**config.mk**
```make
export PLATFORM = sky130hd
export DESIGN_NAME = awc_top
export DESIGN_NICKNAME = d
export VERILOG_FILES = /design/src/inc/awc_pkg.sv /design/src/hw/awc_conv_seq.sv /design/src/hw/awc_top.sv /design/src/hw/awc_window_cmp.sv
export VERILOG_INCLUDE_DIRS = /design/src /design/src/inc
export SDC_FILE = /design/constraint.sdc
export NUM_CORES = 1
export LEC_CHECK = 0
export BUFFER_PORTS_ARGS = -buffer_cell sky130_fd_sc_hd__buf_2
export CAP_MARGIN = 40
export CORE_MARGIN = 5
export CORE_UTILIZATION = 60
export DETAILED_ROUTE_END_ITERATION = 8
export GPL_ROUTABILITY_DRIVEN = 0
export MAX_ROUTING_LAYER = met4
export PLACE_DENSITY = 0.81
export RECOVER_POWER = 50
export SETUP_SLACK_MARGIN = 0.1
export SLEW_MARGIN = 10
export SYNTH_ARGS = -nofsm -noshare
export SYNTH_HDL_FRONTEND = slang
export SYNTH_HIERARCHICAL = 1
export SYNTH_SLANG_ARGS = --single-unit
export TNS_END_PERCENT = 5
```
**constraint.sdc**
```tcl
create_clock -name clk -period 3 [get_ports clk]
set_input_delay 0.6 -clock clk [delete_from_list [all_inputs] [get_ports clk]]
set_output_delay 0.6 -clock clk [all_outputs]
set_load 0.02 [all_outputs]
```
**src/inc/awc_cfg.svh**
```systemverilog
/*
 * Register offsets, reset values, field positions and timing counts of the
 * converter window comparator.
 * Assumes an 8-bit register port with byte-wide registers.
 */
`ifndef AWC_CFG_SVH
`define AWC_CFG_SVH

`define AWC_OFS_UPPER_LO    8'hc3
`define AWC_OFS_UPPER_HI    8'hc4
`define AWC_OFS_LOWER_LO    8'hc5
`define AWC_OFS_LOWER_HI    8'hc6
`define AWC_OFS_STATUS      8'hc7
`define AWC_OFS_MASK        8'hc8
`define AWC_OFS_CTRL        8'hc9

`define AWC_RST_UPPER_LO    8'hff
`define AWC_RST_UPPER_HI    8'hff
`define AWC_RST_LOWER_LO    8'h00
`define AWC_RST_LOWER_HI    8'h00
`define AWC_RST_STATUS      2'h0
`define AWC_RST_MASK        2'h0
`define AWC_RST_CTRL_EN     1'h0
`define AWC_RST_CTRL_DIV    5'h1f

`define AWC_ST_WIN_BIT      0
`define AWC_ST_EOC_BIT      1
`define AWC_CTRL_EN_BIT     7
`define AWC_CTRL_START_BIT  6
`define AWC_CTRL_DIV_MSB    4

`define AWC_CONV_SAR_CLKS   13
`define AWC_EDGE_SYS_CLKS   2

`endif

```
**src/inc/awc_pkg.sv**
```systemverilog
/*
 * Types shared by the converter window comparator modules.
 * Assumes nothing beyond a SystemVerilog compiler.
 */
package awc_pkg;

   typedef struct packed {
      logic [7:0] addr;
      logic [7:0] wdata;
      logic       we;
      logic       re;
   } awc_bus_req_s;

   typedef logic [15:0] awc_word_t;

   typedef struct packed {
      awc_word_t upper;
      awc_word_t lower;
   } awc_limits_s;

   typedef enum logic [1:0] {
      AWC_IDLE   = 2'b00,
      AWC_START  = 2'b01,
      AWC_CONV   = 2'b11,
      AWC_FINISH = 2'b10
   } awc_seq_e;

endpackage

```
**src/hw/awc_conv_seq.sv**
```systemverilog
/*
 * Conversion sequencer: one start cycle, a run of converter clocks, then
 * one finish cycle that carries the end-of-conversion pulse.
 * Assumes start is a synchronous pulse and ce freezes the sequence.
 */
`timescale 1ns/10ps
`default_nettype none

module awc_conv_seq
   import awc_pkg::*;
#(
   parameter int DIV_W    = 5,
   parameter int SAR_CLKS = 13
) (
   input  wire logic             clk,     // System clock.
   input  wire logic             arst_n,  // Asynchronous reset, active low.
   input  wire logic             ce,      // Clock enable.
   input  wire logic             start,   // Start request pulse.
   input  wire logic [DIV_W-1:0] div,     // Converter clock divider minus one.
   output logic                  busy,    // Conversion in progress.
   output logic                  eoc      // End of conversion, one cycle.
);

   localparam int BIT_W = $clog2(SAR_CLKS);

   awc_seq_e         state_q, state_d;
   logic [DIV_W-1:0] div_q, div_d;
   logic [DIV_W-1:0] pre_q, pre_d;
   logic [BIT_W-1:0] bit_q, bit_d;

   always_comb begin
      state_d = state_q;
      div_d   = div_q;
      pre_d   = pre_q;
      bit_d   = bit_q;
      case (state_q)
         AWC_IDLE: begin
            if (start) begin
               state_d = AWC_START;
               div_d   = div;
            end
         end
         AWC_START: begin
            state_d = AWC_CONV;
            pre_d   = '0;
            bit_d   = '0;
         end
         AWC_CONV: begin
            if (pre_q == div_q) begin
               pre_d = '0;
               if (bit_q == BIT_W'(SAR_CLKS - 1)) begin
                  state_d = AWC_FINISH;
               end else begin
                  bit_d = bit_q + BIT_W'(1);
               end
            end else begin
               pre_d = pre_q + DIV_W'(1);
            end
         end
         AWC_FINISH: begin
            state_d = AWC_IDLE;
         end
         default: begin
            state_d = AWC_IDLE;
         end
      endcase
   end

   always_ff @(posedge clk or negedge arst_n) begin
      if (!arst_n) begin
         state_q <= AWC_IDLE;
         div_q   <= '0;
         pre_q   <= '0;
         bit_q   <= '0;
      end else if (ce) begin
         state_q <= state_d;
         div_q   <= div_d;
         pre_q   <= pre_d;
         bit_q   <= bit_d;
      end
   end

   assign busy = state_q != AWC_IDLE;
   assign eoc  = state_q == AWC_FINISH;

   logic [9:0] cyc_q;

   always_ff @(posedge clk or negedge arst_n) begin
      if (!arst_n) begin
         cyc_q <= '0;
      end else if (!busy) begin
         cyc_q <= '0;
      end else if (ce) begin
         cyc_q <= cyc_q + 10'h001;
      end
   end

   AST_CONV_LEN: assert property (@(posedge clk) disable iff (!arst_n)
      eoc |-> cyc_q == 10'(SAR_CLKS * (int'(div_q) + 1) + 1))
      else $error("conversion length differs from converter clocks plus two");

   AST_EOC_PULSE: assert property (@(posedge clk) disable iff (!arst_n)
      ce && eoc |=> !eoc)
      else $error("end of conversion lasted more than one cycle");

   COV_CONV_DONE: cover property (@(posedge clk) disable iff (!arst_n)
      ce && state_q == AWC_START ##[1:420] eoc);

endmodule // awc_conv_seq

`default_nettype wire

```
**src/hw/awc_top.sv**
```systemverilog
/*
 * Window comparator for a successive-approximation converter: limit
 * registers, conversion timing, sticky match flag, interrupt and a simple
 * register port.
 * Assumes the converter delivers its accumulated result word on conv_data
 * and holds it stable in the end-of-conversion cycle.
 */
// Implementation choice: the plain strobed port.
// Behaviour
// The upper limit low byte is an 8-bit read-write register that resets to all ones.
// The lower limit high byte is an 8-bit read-write register that resets to zero.
// The lower limit low byte is an 8-bit read-write register that resets to zero.
// With the lower limit above the upper one, a match needs upper < result < lower.
// With the upper limit above the lower one, a match needs result < lower or > upper.
// A single-ended result is compared as an unsigned integer.
// A conversion takes thirteen converter clocks before its result is compared.
// Each conversion spends two extra system clocks to start and to finish.
// Every new result is compared against the limits and a match is signalled.
// Software clears the match flag; hardware only ever sets it.
// The upper limit high byte is a read-write register forming a 16-bit word with its low byte.
// The limits are compared with the result word as it stands, without realignment.
// The match flag is set in the same cycle as the end-of-conversion result is stored.
`timescale 1ns/10ps
`default_nettype none
`include "awc_cfg.svh"

module awc_top
   import awc_pkg::*;
#(
   parameter int DIV_W    = 5,
   parameter int SAR_CLKS = `AWC_CONV_SAR_CLKS
) (
   input  wire logic         clk,         // System clock, 200 MHz.
   input  wire logic         arst_n,      // Asynchronous reset, active low.
   input  wire logic         ce,          // Clock enable, freezes all state.
   input  wire awc_bus_req_s bus_req,     // Register port request.
   output logic [7:0]        rd_data,     // Read data, cycle after the read.
   input  wire logic         conv_start,  // External conversion start pulse.
   input  wire awc_word_t    conv_data,   // Converter result word.
   output logic              conv_busy,   // Conversion in progress.
   output logic              conv_done,   // Result stored, one cycle.
   output logic              win_irq      // Level interrupt.
);

   function automatic logic hit(input logic [7:0] addr, input logic [7:0] ofs);
      hit = addr == ofs;
   endfunction

   awc_limits_s      lim_q, lim_d;
   awc_word_t        result_q, result_d;
   logic [1:0]       status_q, status_d;
   logic [1:0]       mask_q, mask_d;
   logic             en_q, en_d;
   logic [DIV_W-1:0] div_q, div_d;
   logic [7:0]       rdata_q, rdata_d;

   logic       wr;
   logic       rd;
   logic       seq_start;
   logic       seq_eoc;
   logic       match;
   logic [1:0] st_set;
   logic [1:0] st_clr;

   assign wr = ce && bus_req.we;
   assign rd = ce && bus_req.re;

   awc_window_cmp u_cmp (
      .word   (conv_data),
      .limits (lim_q),
      .match  (match)
   );

   awc_conv_seq #(
      .DIV_W    (DIV_W),
      .SAR_CLKS (SAR_CLKS)
   ) u_seq (
      .clk    (clk),
      .arst_n (arst_n),
      .ce     (ce),
      .start  (seq_start),
      .div    (div_q),
      .busy   (conv_busy),
      .eoc    (seq_eoc)
   );

   // Starts while disabled or busy are dropped.
   always_comb begin
      seq_start = en_q && !conv_busy &&
                  (conv_start ||
                   (wr && hit(bus_req.addr, `AWC_OFS_CTRL) &&
                    bus_req.wdata[`AWC_CTRL_START_BIT]));
   end

   always_comb begin
      lim_d    = lim_q;
      mask_d   = mask_q;
      en_d     = en_q;
      div_d    = div_q;
      result_d = result_q;
      if (wr) begin
         if (hit(bus_req.addr, `AWC_OFS_UPPER_LO)) begin
            lim_d.upper[7:0] = bus_req.wdata;
         end
         if (hit(bus_req.addr, `AWC_OFS_UPPER_HI)) begin
            lim_d.upper[15:8] = bus_req.wdata;
         end
         if (hit(bus_req.addr, `AWC_OFS_LOWER_LO)) begin
            lim_d.lower[7:0] = bus_req.wdata;
         end
         if (hit(bus_req.addr, `AWC_OFS_LOWER_HI)) begin
            lim_d.lower[15:8] = bus_req.wdata;
         end
         if (hit(bus_req.addr, `AWC_OFS_MASK)) begin
            mask_d = bus_req.wdata[1:0];
         end
         if (hit(bus_req.addr, `AWC_OFS_CTRL)) begin
            en_d  = bus_req.wdata[`AWC_CTRL_EN_BIT];
            div_d = bus_req.wdata[`AWC_CTRL_DIV_MSB -: DIV_W];
         end
      end
      if (seq_eoc) begin
         result_d = conv_data;
      end
   end

   // Hardware sets win over a software clear in the same cycle.
   always_comb begin
      st_set = '0;
      st_set[`AWC_ST_EOC_BIT] = seq_eoc;
      st_set[`AWC_ST_WIN_BIT] = seq_eoc && match;
      st_clr = '0;
      if (wr && hit(bus_req.addr, `AWC_OFS_STATUS)) begin
         st_clr = bus_req.wdata[1:0];
      end
      status_d = (status_q & ~st_clr) | st_set;
   end

   always_comb begin
      rdata_d = 8'h00;
      if (rd) begin
         case (bus_req.addr)
            `AWC_OFS_UPPER_LO: rdata_d = lim_q.upper[7:0];
            `AWC_OFS_UPPER_HI: rdata_d = lim_q.upper[15:8];
            `AWC_OFS_LOWER_LO: rdata_d = lim_q.lower[7:0];
            `AWC_OFS_LOWER_HI: rdata_d = lim_q.lower[15:8];
            `AWC_OFS_STATUS:   rdata_d = {6'h00, status_q};
            `AWC_OFS_MASK:     rdata_d = {6'h00, mask_q};
            `AWC_OFS_CTRL: begin
               rdata_d = 8'h00;
               rdata_d[`AWC_CTRL_EN_BIT]    = en_q;
               rdata_d[`AWC_CTRL_START_BIT] = conv_busy;
               rdata_d[`AWC_CTRL_DIV_MSB -: DIV_W] = div_q;
            end
            default:           rdata_d = 8'h00;
         endcase
      end
   end

   always_ff @(posedge clk or negedge arst_n) begin
      if (!arst_n) begin
         lim_q.upper <= {`AWC_RST_UPPER_HI, `AWC_RST_UPPER_LO};
         lim_q.lower <= {`AWC_RST_LOWER_HI, `AWC_RST_LOWER_LO};
         result_q    <= '0;
         status_q    <= `AWC_RST_STATUS;
         mask_q      <= `AWC_RST_MASK;
         en_q        <= `AWC_RST_CTRL_EN;
         div_q       <= `AWC_RST_CTRL_DIV;
         rdata_q     <= 8'h00;
      end else if (ce) begin
         lim_q    <= lim_d;
         result_q <= result_d;
         status_q <= status_d;
         mask_q   <= mask_d;
         en_q     <= en_d;
         div_q    <= div_d;
         rdata_q  <= rdata_d;
      end
   end

   assign rd_data   = rdata_q;
   assign conv_done = seq_eoc;
   assign win_irq   = |(status_q & mask_q);

   // Checks.
   logic clr_win;
   assign clr_win = wr && hit(bus_req.addr, `AWC_OFS_STATUS) &&
                    bus_req.wdata[`AWC_ST_WIN_BIT];

   AST_INSIDE_MATCH: assert property (@(posedge clk) disable iff (!arst_n)
      ce && seq_eoc && lim_q.lower > lim_q.upper &&
      conv_data > lim_q.upper && conv_data < lim_q.lower
      |=> status_q[`AWC_ST_WIN_BIT])
      else $error("inside-window result did not raise the match flag");

   AST_OUTSIDE_MATCH: assert property (@(posedge clk) disable iff (!arst_n)
      ce && seq_eoc && lim_q.lower <= lim_q.upper &&
      (conv_data > lim_q.upper || conv_data < lim_q.lower)
      |=> status_q[`AWC_ST_WIN_BIT])
      else $error("outside-window result did not raise the match flag");

   AST_NO_FALSE_MATCH: assert property (@(posedge clk) disable iff (!arst_n)
      ce && seq_eoc && !clr_win && !status_q[`AWC_ST_WIN_BIT] &&
      !(lim_q.lower > lim_q.upper ?
        (conv_data > lim_q.upper && conv_data < lim_q.lower) :
        (conv_data > lim_q.upper || conv_data < lim_q.lower))
      |=> !status_q[`AWC_ST_WIN_BIT])
      else $error("match flag set by a result outside the condition");

   AST_FLAG_ONLY_ON_EOC: assert property (@(posedge clk) disable iff (!arst_n)
      $rose(status_q[`AWC_ST_WIN_BIT]) |-> $past(seq_eoc))
      else $error("match flag rose without an end of conversion");

   AST_FLAG_STICKY: assert property (@(posedge clk) disable iff (!arst_n)
      status_q[`AWC_ST_WIN_BIT] && !clr_win |=> status_q[`AWC_ST_WIN_BIT])
      else $error("match flag dropped without a software clear");

   AST_SET_WINS: assert property (@(posedge clk) disable iff (!arst_n)
      clr_win && seq_eoc && match |=> status_q[`AWC_ST_WIN_BIT])
      else $error("simultaneous clear lost a new match");

   AST_RESULT_STORED: assert property (@(posedge clk) disable iff (!arst_n)
      ce && seq_eoc |=> result_q == $past(conv_data) && status_q[`AWC_ST_EOC_BIT])
      else $error("result word not stored at end of conversion");

   AST_READ_LIMITS: assert property (@(posedge clk) disable iff (!arst_n)
      rd && !wr && bus_req.addr inside {`AWC_OFS_UPPER_LO, `AWC_OFS_UPPER_HI,
                                        `AWC_OFS_LOWER_LO, `AWC_OFS_LOWER_HI}
      |=> rd_data == ($past(bus_req.addr) == `AWC_OFS_UPPER_LO ? lim_q.upper[7:0] :
                      $past(bus_req.addr) == `AWC_OFS_UPPER_HI ? lim_q.upper[15:8] :
                      $past(bus_req.addr) == `AWC_OFS_LOWER_LO ? lim_q.lower[7:0] :
                                                                 lim_q.lower[15:8]))
      else $error("limit register read back a wrong value");

   AST_WRITE_LIMIT: assert property (@(posedge clk) disable iff (!arst_n)
      wr && hit(bus_req.addr, `AWC_OFS_UPPER_HI) ##1
      ce && bus_req.we && hit(bus_req.addr, `AWC_OFS_UPPER_LO)
      |=> lim_q.upper == {$past(bus_req.wdata, 2), $past(bus_req.wdata)})
      else $error("upper limit bytes did not form one word");

   AST_RDATA_ONE_CYCLE: assert property (@(posedge clk) disable iff (!arst_n)
      $past(ce) && !$past(bus_req.re) |-> rd_data == 8'h00)
      else $error("read data outside the cycle after a read");

   AST_IRQ_LEVEL: assert property (@(posedge clk) disable iff (!arst_n)
      ce && seq_eoc && match && mask_q[`AWC_ST_WIN_BIT] && !(wr &&
      hit(bus_req.addr, `AWC_OFS_MASK)) |=> win_irq)
      else $error("unmasked match did not raise the interrupt");

   AST_WIN_CLEARED: assert property (@(posedge clk) disable iff (!arst_n)
      clr_win && !(seq_eoc && match) |=> !status_q[`AWC_ST_WIN_BIT])
      else $error("match flag survived a software clear");

   AST_IRQ_CLEARED: assert property (@(posedge clk) disable iff (!arst_n)
      clr_win && mask_q == 2'b01 && !(seq_eoc && match) |=> !win_irq)
      else $error("interrupt stayed high after its flag was cleared");

   AST_MASK_WRITE: assert property (@(posedge clk) disable iff (!arst_n)
      wr && hit(bus_req.addr, `AWC_OFS_MASK) |=> mask_q == $past(bus_req.wdata[1:0]))
      else $error("mask register did not take the written value");

   AST_CE_FREEZE: assert property (@(posedge clk) disable iff (!arst_n)
      !ce |=> $stable(lim_q) && $stable(status_q) && $stable(mask_q) && $stable(rd_data))
      else $error("state moved while the clock enable was low");

   AST_START_REFUSED: assert property (@(posedge clk) disable iff (!arst_n)
      ce && !en_q && !conv_busy |=> !conv_busy)
      else $error("conversion started while disabled");

   AST_START_TAKEN: assert property (@(posedge clk) disable iff (!arst_n)
      ce && seq_start |=> conv_busy && !conv_done)
      else $error("accepted start did not begin a conversion");

   AST_CTRL_BUSY_READ: assert property (@(posedge clk) disable iff (!arst_n)
      rd && hit(bus_req.addr, `AWC_OFS_CTRL)
      |=> rd_data[`AWC_CTRL_START_BIT] == $past(conv_busy))
      else $error("control read did not show the busy state");

   AST_WRITE_LOWER_LO: assert property (@(posedge clk) disable iff (!arst_n)
      wr && hit(bus_req.addr, `AWC_OFS_LOWER_LO)
      |=> lim_q.lower[7:0] == $past(bus_req.wdata))
      else $error("lower limit low byte did not take the written value");

   AST_WRITE_LOWER_HI: assert property (@(posedge clk) disable iff (!arst_n)
      wr && hit(bus_req.addr, `AWC_OFS_LOWER_HI)
      |=> lim_q.lower[15:8] == $past(bus_req.wdata))
      else $error("lower limit high byte did not take the written value");

   AST_UNMAPPED_READ: assert property (@(posedge clk) disable iff (!arst_n)
      rd && !(bus_req.addr inside {[`AWC_OFS_UPPER_LO:`AWC_OFS_CTRL]})
      |=> rd_data == 8'h00)
      else $error("unmapped read returned non-zero data");

   COV_INSIDE: cover property (@(posedge clk) disable iff (!arst_n)
      seq_eoc && match && lim_q.lower > lim_q.upper);

   COV_OUTSIDE: cover property (@(posedge clk) disable iff (!arst_n)
      seq_eoc && match && lim_q.lower <= lim_q.upper);

   COV_SET_AND_CLEAR: cover property (@(posedge clk) disable iff (!arst_n)
      clr_win && seq_eoc && match);

   COV_IRQ: cover property (@(posedge clk) disable iff (!arst_n)
      $rose(win_irq));

endmodule // awc_top

`default_nettype wire

```
**src/hw/awc_window_cmp.sv**
```systemverilog
/*
 * Combinational window test of one result word against two limits.
 * Assumes the result word and the limits share one justification.
 */
`timescale 1ns/10ps
`default_nettype none

module awc_window_cmp
   import awc_pkg::*;
(
   input  wire awc_word_t   word,    // Result word under test.
   input  wire awc_limits_s limits,  // Upper and lower comparison limits.
   output logic             match    // Window condition met.
);

   function automatic logic in_window(input awc_word_t w, input awc_limits_s l);
      logic above;
      logic below;
      above = w > l.upper;
      below = w < l.lower;
      if (l.lower > l.upper) begin
         in_window = above && below;
      end else begin
         in_window = above || below;
      end
   endfunction

   // The word is compared whole and unsigned, as it stands.
   always_comb begin
      match = in_window(word, limits);
   end

endmodule // awc_window_cmp

`default_nettype wire

```
==> impl_metrics.py <==
metrics = {
    "cts": {
        "post_cts_buffers": 0,
        "cts_buffer_depth": 2,
        "cts_hold_buf": 0,
        "cts_tree": "built",
        "path_clk_slew_ns": 0.07,
        "ctsResizeCount": 0,
        "ctsHtreeMaxLevel": 3,
        "clock_sinks": 66,
        "insertion_delay_ns": 0.34,
        "ctsRootBufferMaster": "clkbuf_8",
        "numCtsBuffers": 9,
    },
    "pwr": {
        "p_leak_nw": 2.290,
        "power_density_nw_per_um2": 451.7,
        "vdd_drop_max_mv": 0.2977,
    },
    "timing": {
        "worstMarginPinSlew_ns": 1.168,
        "maxSlewViolCount": 0,
        "rsz0062_at_grt": "no",
        "fmax_mhz": 402.0,
        "finalCriticalPeriod_ns": 2.487,
        "finalHoldViolations": 0,
        "setup_tns_ns": 0,
        "fin_crit_sh_pct": 82.91,
        "fin_skew_ns": 0.009014,
        "relSlewSlack_pct": 22.14,
        "setup_viol": 0,
        "fin_hold_ws_ns": 0.4662,
        "final.setup.worst_slack_ns": 0.5126,
    },
    "critical_path": {
        "cp-start-kind": "register",
        "slowest_delay_ns": 0.54,
        "worstPathMaxFanout": 3,
        "slowest_stage": "dfstp_2",
        "endpoint_kind": "register",
        "crit_type": "reg -> reg",
        "r2r-start": "lim_q[30]",
        "crit_start": "lim_q[30]",
        "required_ns": 3.23,
        "cp.arrival_ns": 2.72,
        "path_cells": "inv_1, ha_1, nand4_2, nor4_2, a21oi_1, a22o_1, maj3_2, a32o_1",
    },
    "floorplanning": {
        "ios": 49,
        "initial_core_util_pct": 62.20,
        "die_area_um2": 9398,
        "die_y_um": 96.95,
        "core-area_um2": 7292,
        "die_w_um": 96.95,
        "num_rows": 31,
    },
    "finish": {
        "drive_above_1_share_pct": 30.58,
        "num_antenna_cells": 0,
        "nets": 580,
        "seqCellArea_um2": 1678,
        "syn_to_final_growth_pct": 12.91,
        "finalCoreUtilization_pct": 70.23,
        "fin_cells": 596,
        "multi_input_area_um2": 2620,
        "num-fill-cells": 580,
    },
    "logic_synthesis": {
        "ys_seq_elements": 66,
        "synth_nets": 526,
        "synth.distinct_cells": 65,
        "ys_warn_count": 6,
        "postSynthAreaPerCell_um2": 10.36,
        "async_reset_ff_share_pct": 100.0,
        "synth.cell_area_um2": 4536,
        "yosys.area.top_type": "dfrtp_1",
        "synth_flop_cell": "dfrtp_1",
        "ys_seq_area_share_pct": 36.99,
        "ys_top_cells_by_area": "dfrtp_1, ha_1, dfstp_2, mux2_2, inv_1",
        "netlist.area_leader.share_pct": 24.83,
        "synth_edf_count": 0,
        "netlist_instances": 438,
    },
    "place": {
        "io_buffers": 48,
        "hpwl_um": 8796,
        "pre_cts_ws_ns": 0.3274,
        "placed_cells": 580,
    },
    "drt": {
        "antenna_left": 0,
        "drt-initial-drc-count": 267,
        "routed-via-count": 3720,
        "first_pass_iters": 5,
        "post_drt_via_cell_ratio": 6.242,
        "wl_um": 11330,
        "drc": 0,
        "routedWlPerCell_um": 19.00,
    },
    "global_routing": {
        "gr-usage-all-layers_pct": 25.58,
        "antenna_found_initial": 0,
        "overflow": 0,
        "first_global_vias": 3838,
        "grt_max_degree": 31,
        "grt_first_pass_wirelength_um": 19040,
    },
    "run_status": {
        "status": "finished, final reports clean",
    },
    "min_path": {
        "holdCritPathClass": "in -> async",
    },
    "flow_run": {
        "drv_cap": 0,
    },
}
## layer usage
layer	track usage [%]	routed length, µm	up-vias
li1	-	-	1724
met5	-	0	-
met2	42.36	5613	144
met4	6.911	206	0
met1	31.75	4787	1832
met3	5.540	718	20
## worst max-delay path: cells and delay by family (launching register included)
kind	cells	cell delay, ns
DFF	1	0.54
adders and majority gates	2	0.65
buffers and inverters	1	0.06
and+or+nand+nor	2	0.54
AOI/OAI and AO/OA	3	0.59
## metrics by stage
stage          power, mW  cell area, µm²
2_1_floorplan      1.293            4536
3_3_place_gp       1.428            4898
3_5_place_dp       1.458            4898
4_1_cts            2.322            5136
5_1_grt            2.425            5121
6_report           2.313            5121
## layout by cell type (no fill, tap or decap), types with 11 or more instances in the layout
master	n
clkbuf_8	12
a21oi_1	25
ha_1	50
inv_1	45
dfstp_2	21
nand2_1	22
nor2_1	14
buf_2	44
mux2_2	47
nand3_1	11
dfrtp_1	45
## worst paths after layout
check                                  to  slack, ns  cells after the start
max                           status_q[0]       0.51                      8
min                              lim_q[0]       0.47                      1
max reg2reg                   status_q[0]       0.51                      8
min reg2reg                u_seq/div_q[3]       0.54                      1
max in group asynchronous  u_seq/pre_q[0]       1.10                      2
min in group clk           u_seq/div_q[3]       0.54                      1
## area by class of cell
type	instances	share of cell area, %
multi-input cells	313	51.16
flip-flops and latches	66	32.76
repair buffers	57	5.717
inverters	45	3.298
clock buffers	12	3.225
well taps	99	2.419
clock inverters	4	1.417
## cells in the mapped netlist (9+ instances only)
cell and number:
inv_1 45, nand3_1 11, mux2_2 47, a31oi_1 9, ha_1 50, nand2_1 22, o21ai_0 9, dfrtp_1 45
a21oi_1 25, nor2_1 14, dfstp_2 21
## cell families (layout without fill, tap and decap cells)
group,Yosys count,count (layout),share of synthesized area [%]
compound gates,97,97,14.48
xor+xnor,5,5,0.9655
fa+ha+maj,51,51,14.04
buf+inv,59,118,5.241
flops,66,66,36.99
mux,55,55,13.43
simple gates,105,105,14.84
## registers in the layout, summed over array words and instances, names as in the netlist
register and count:
u_seq/bit_q 4, mask_q 2, u_seq/state_q 2, status_q 2
div_q 5, en_q 1, u_seq/pre_q 5, rd_data 8
u_seq/div_q 5, lim_q 32
## power by group
part	internal [mW]	switching, mW	total [mW]
clock	0.534	0.330	0.864
sequential	0.945	0.0571	1.00
combinational	0.181	0.266	0.447
Note: power is estimated with default switching activity, not from simulation.
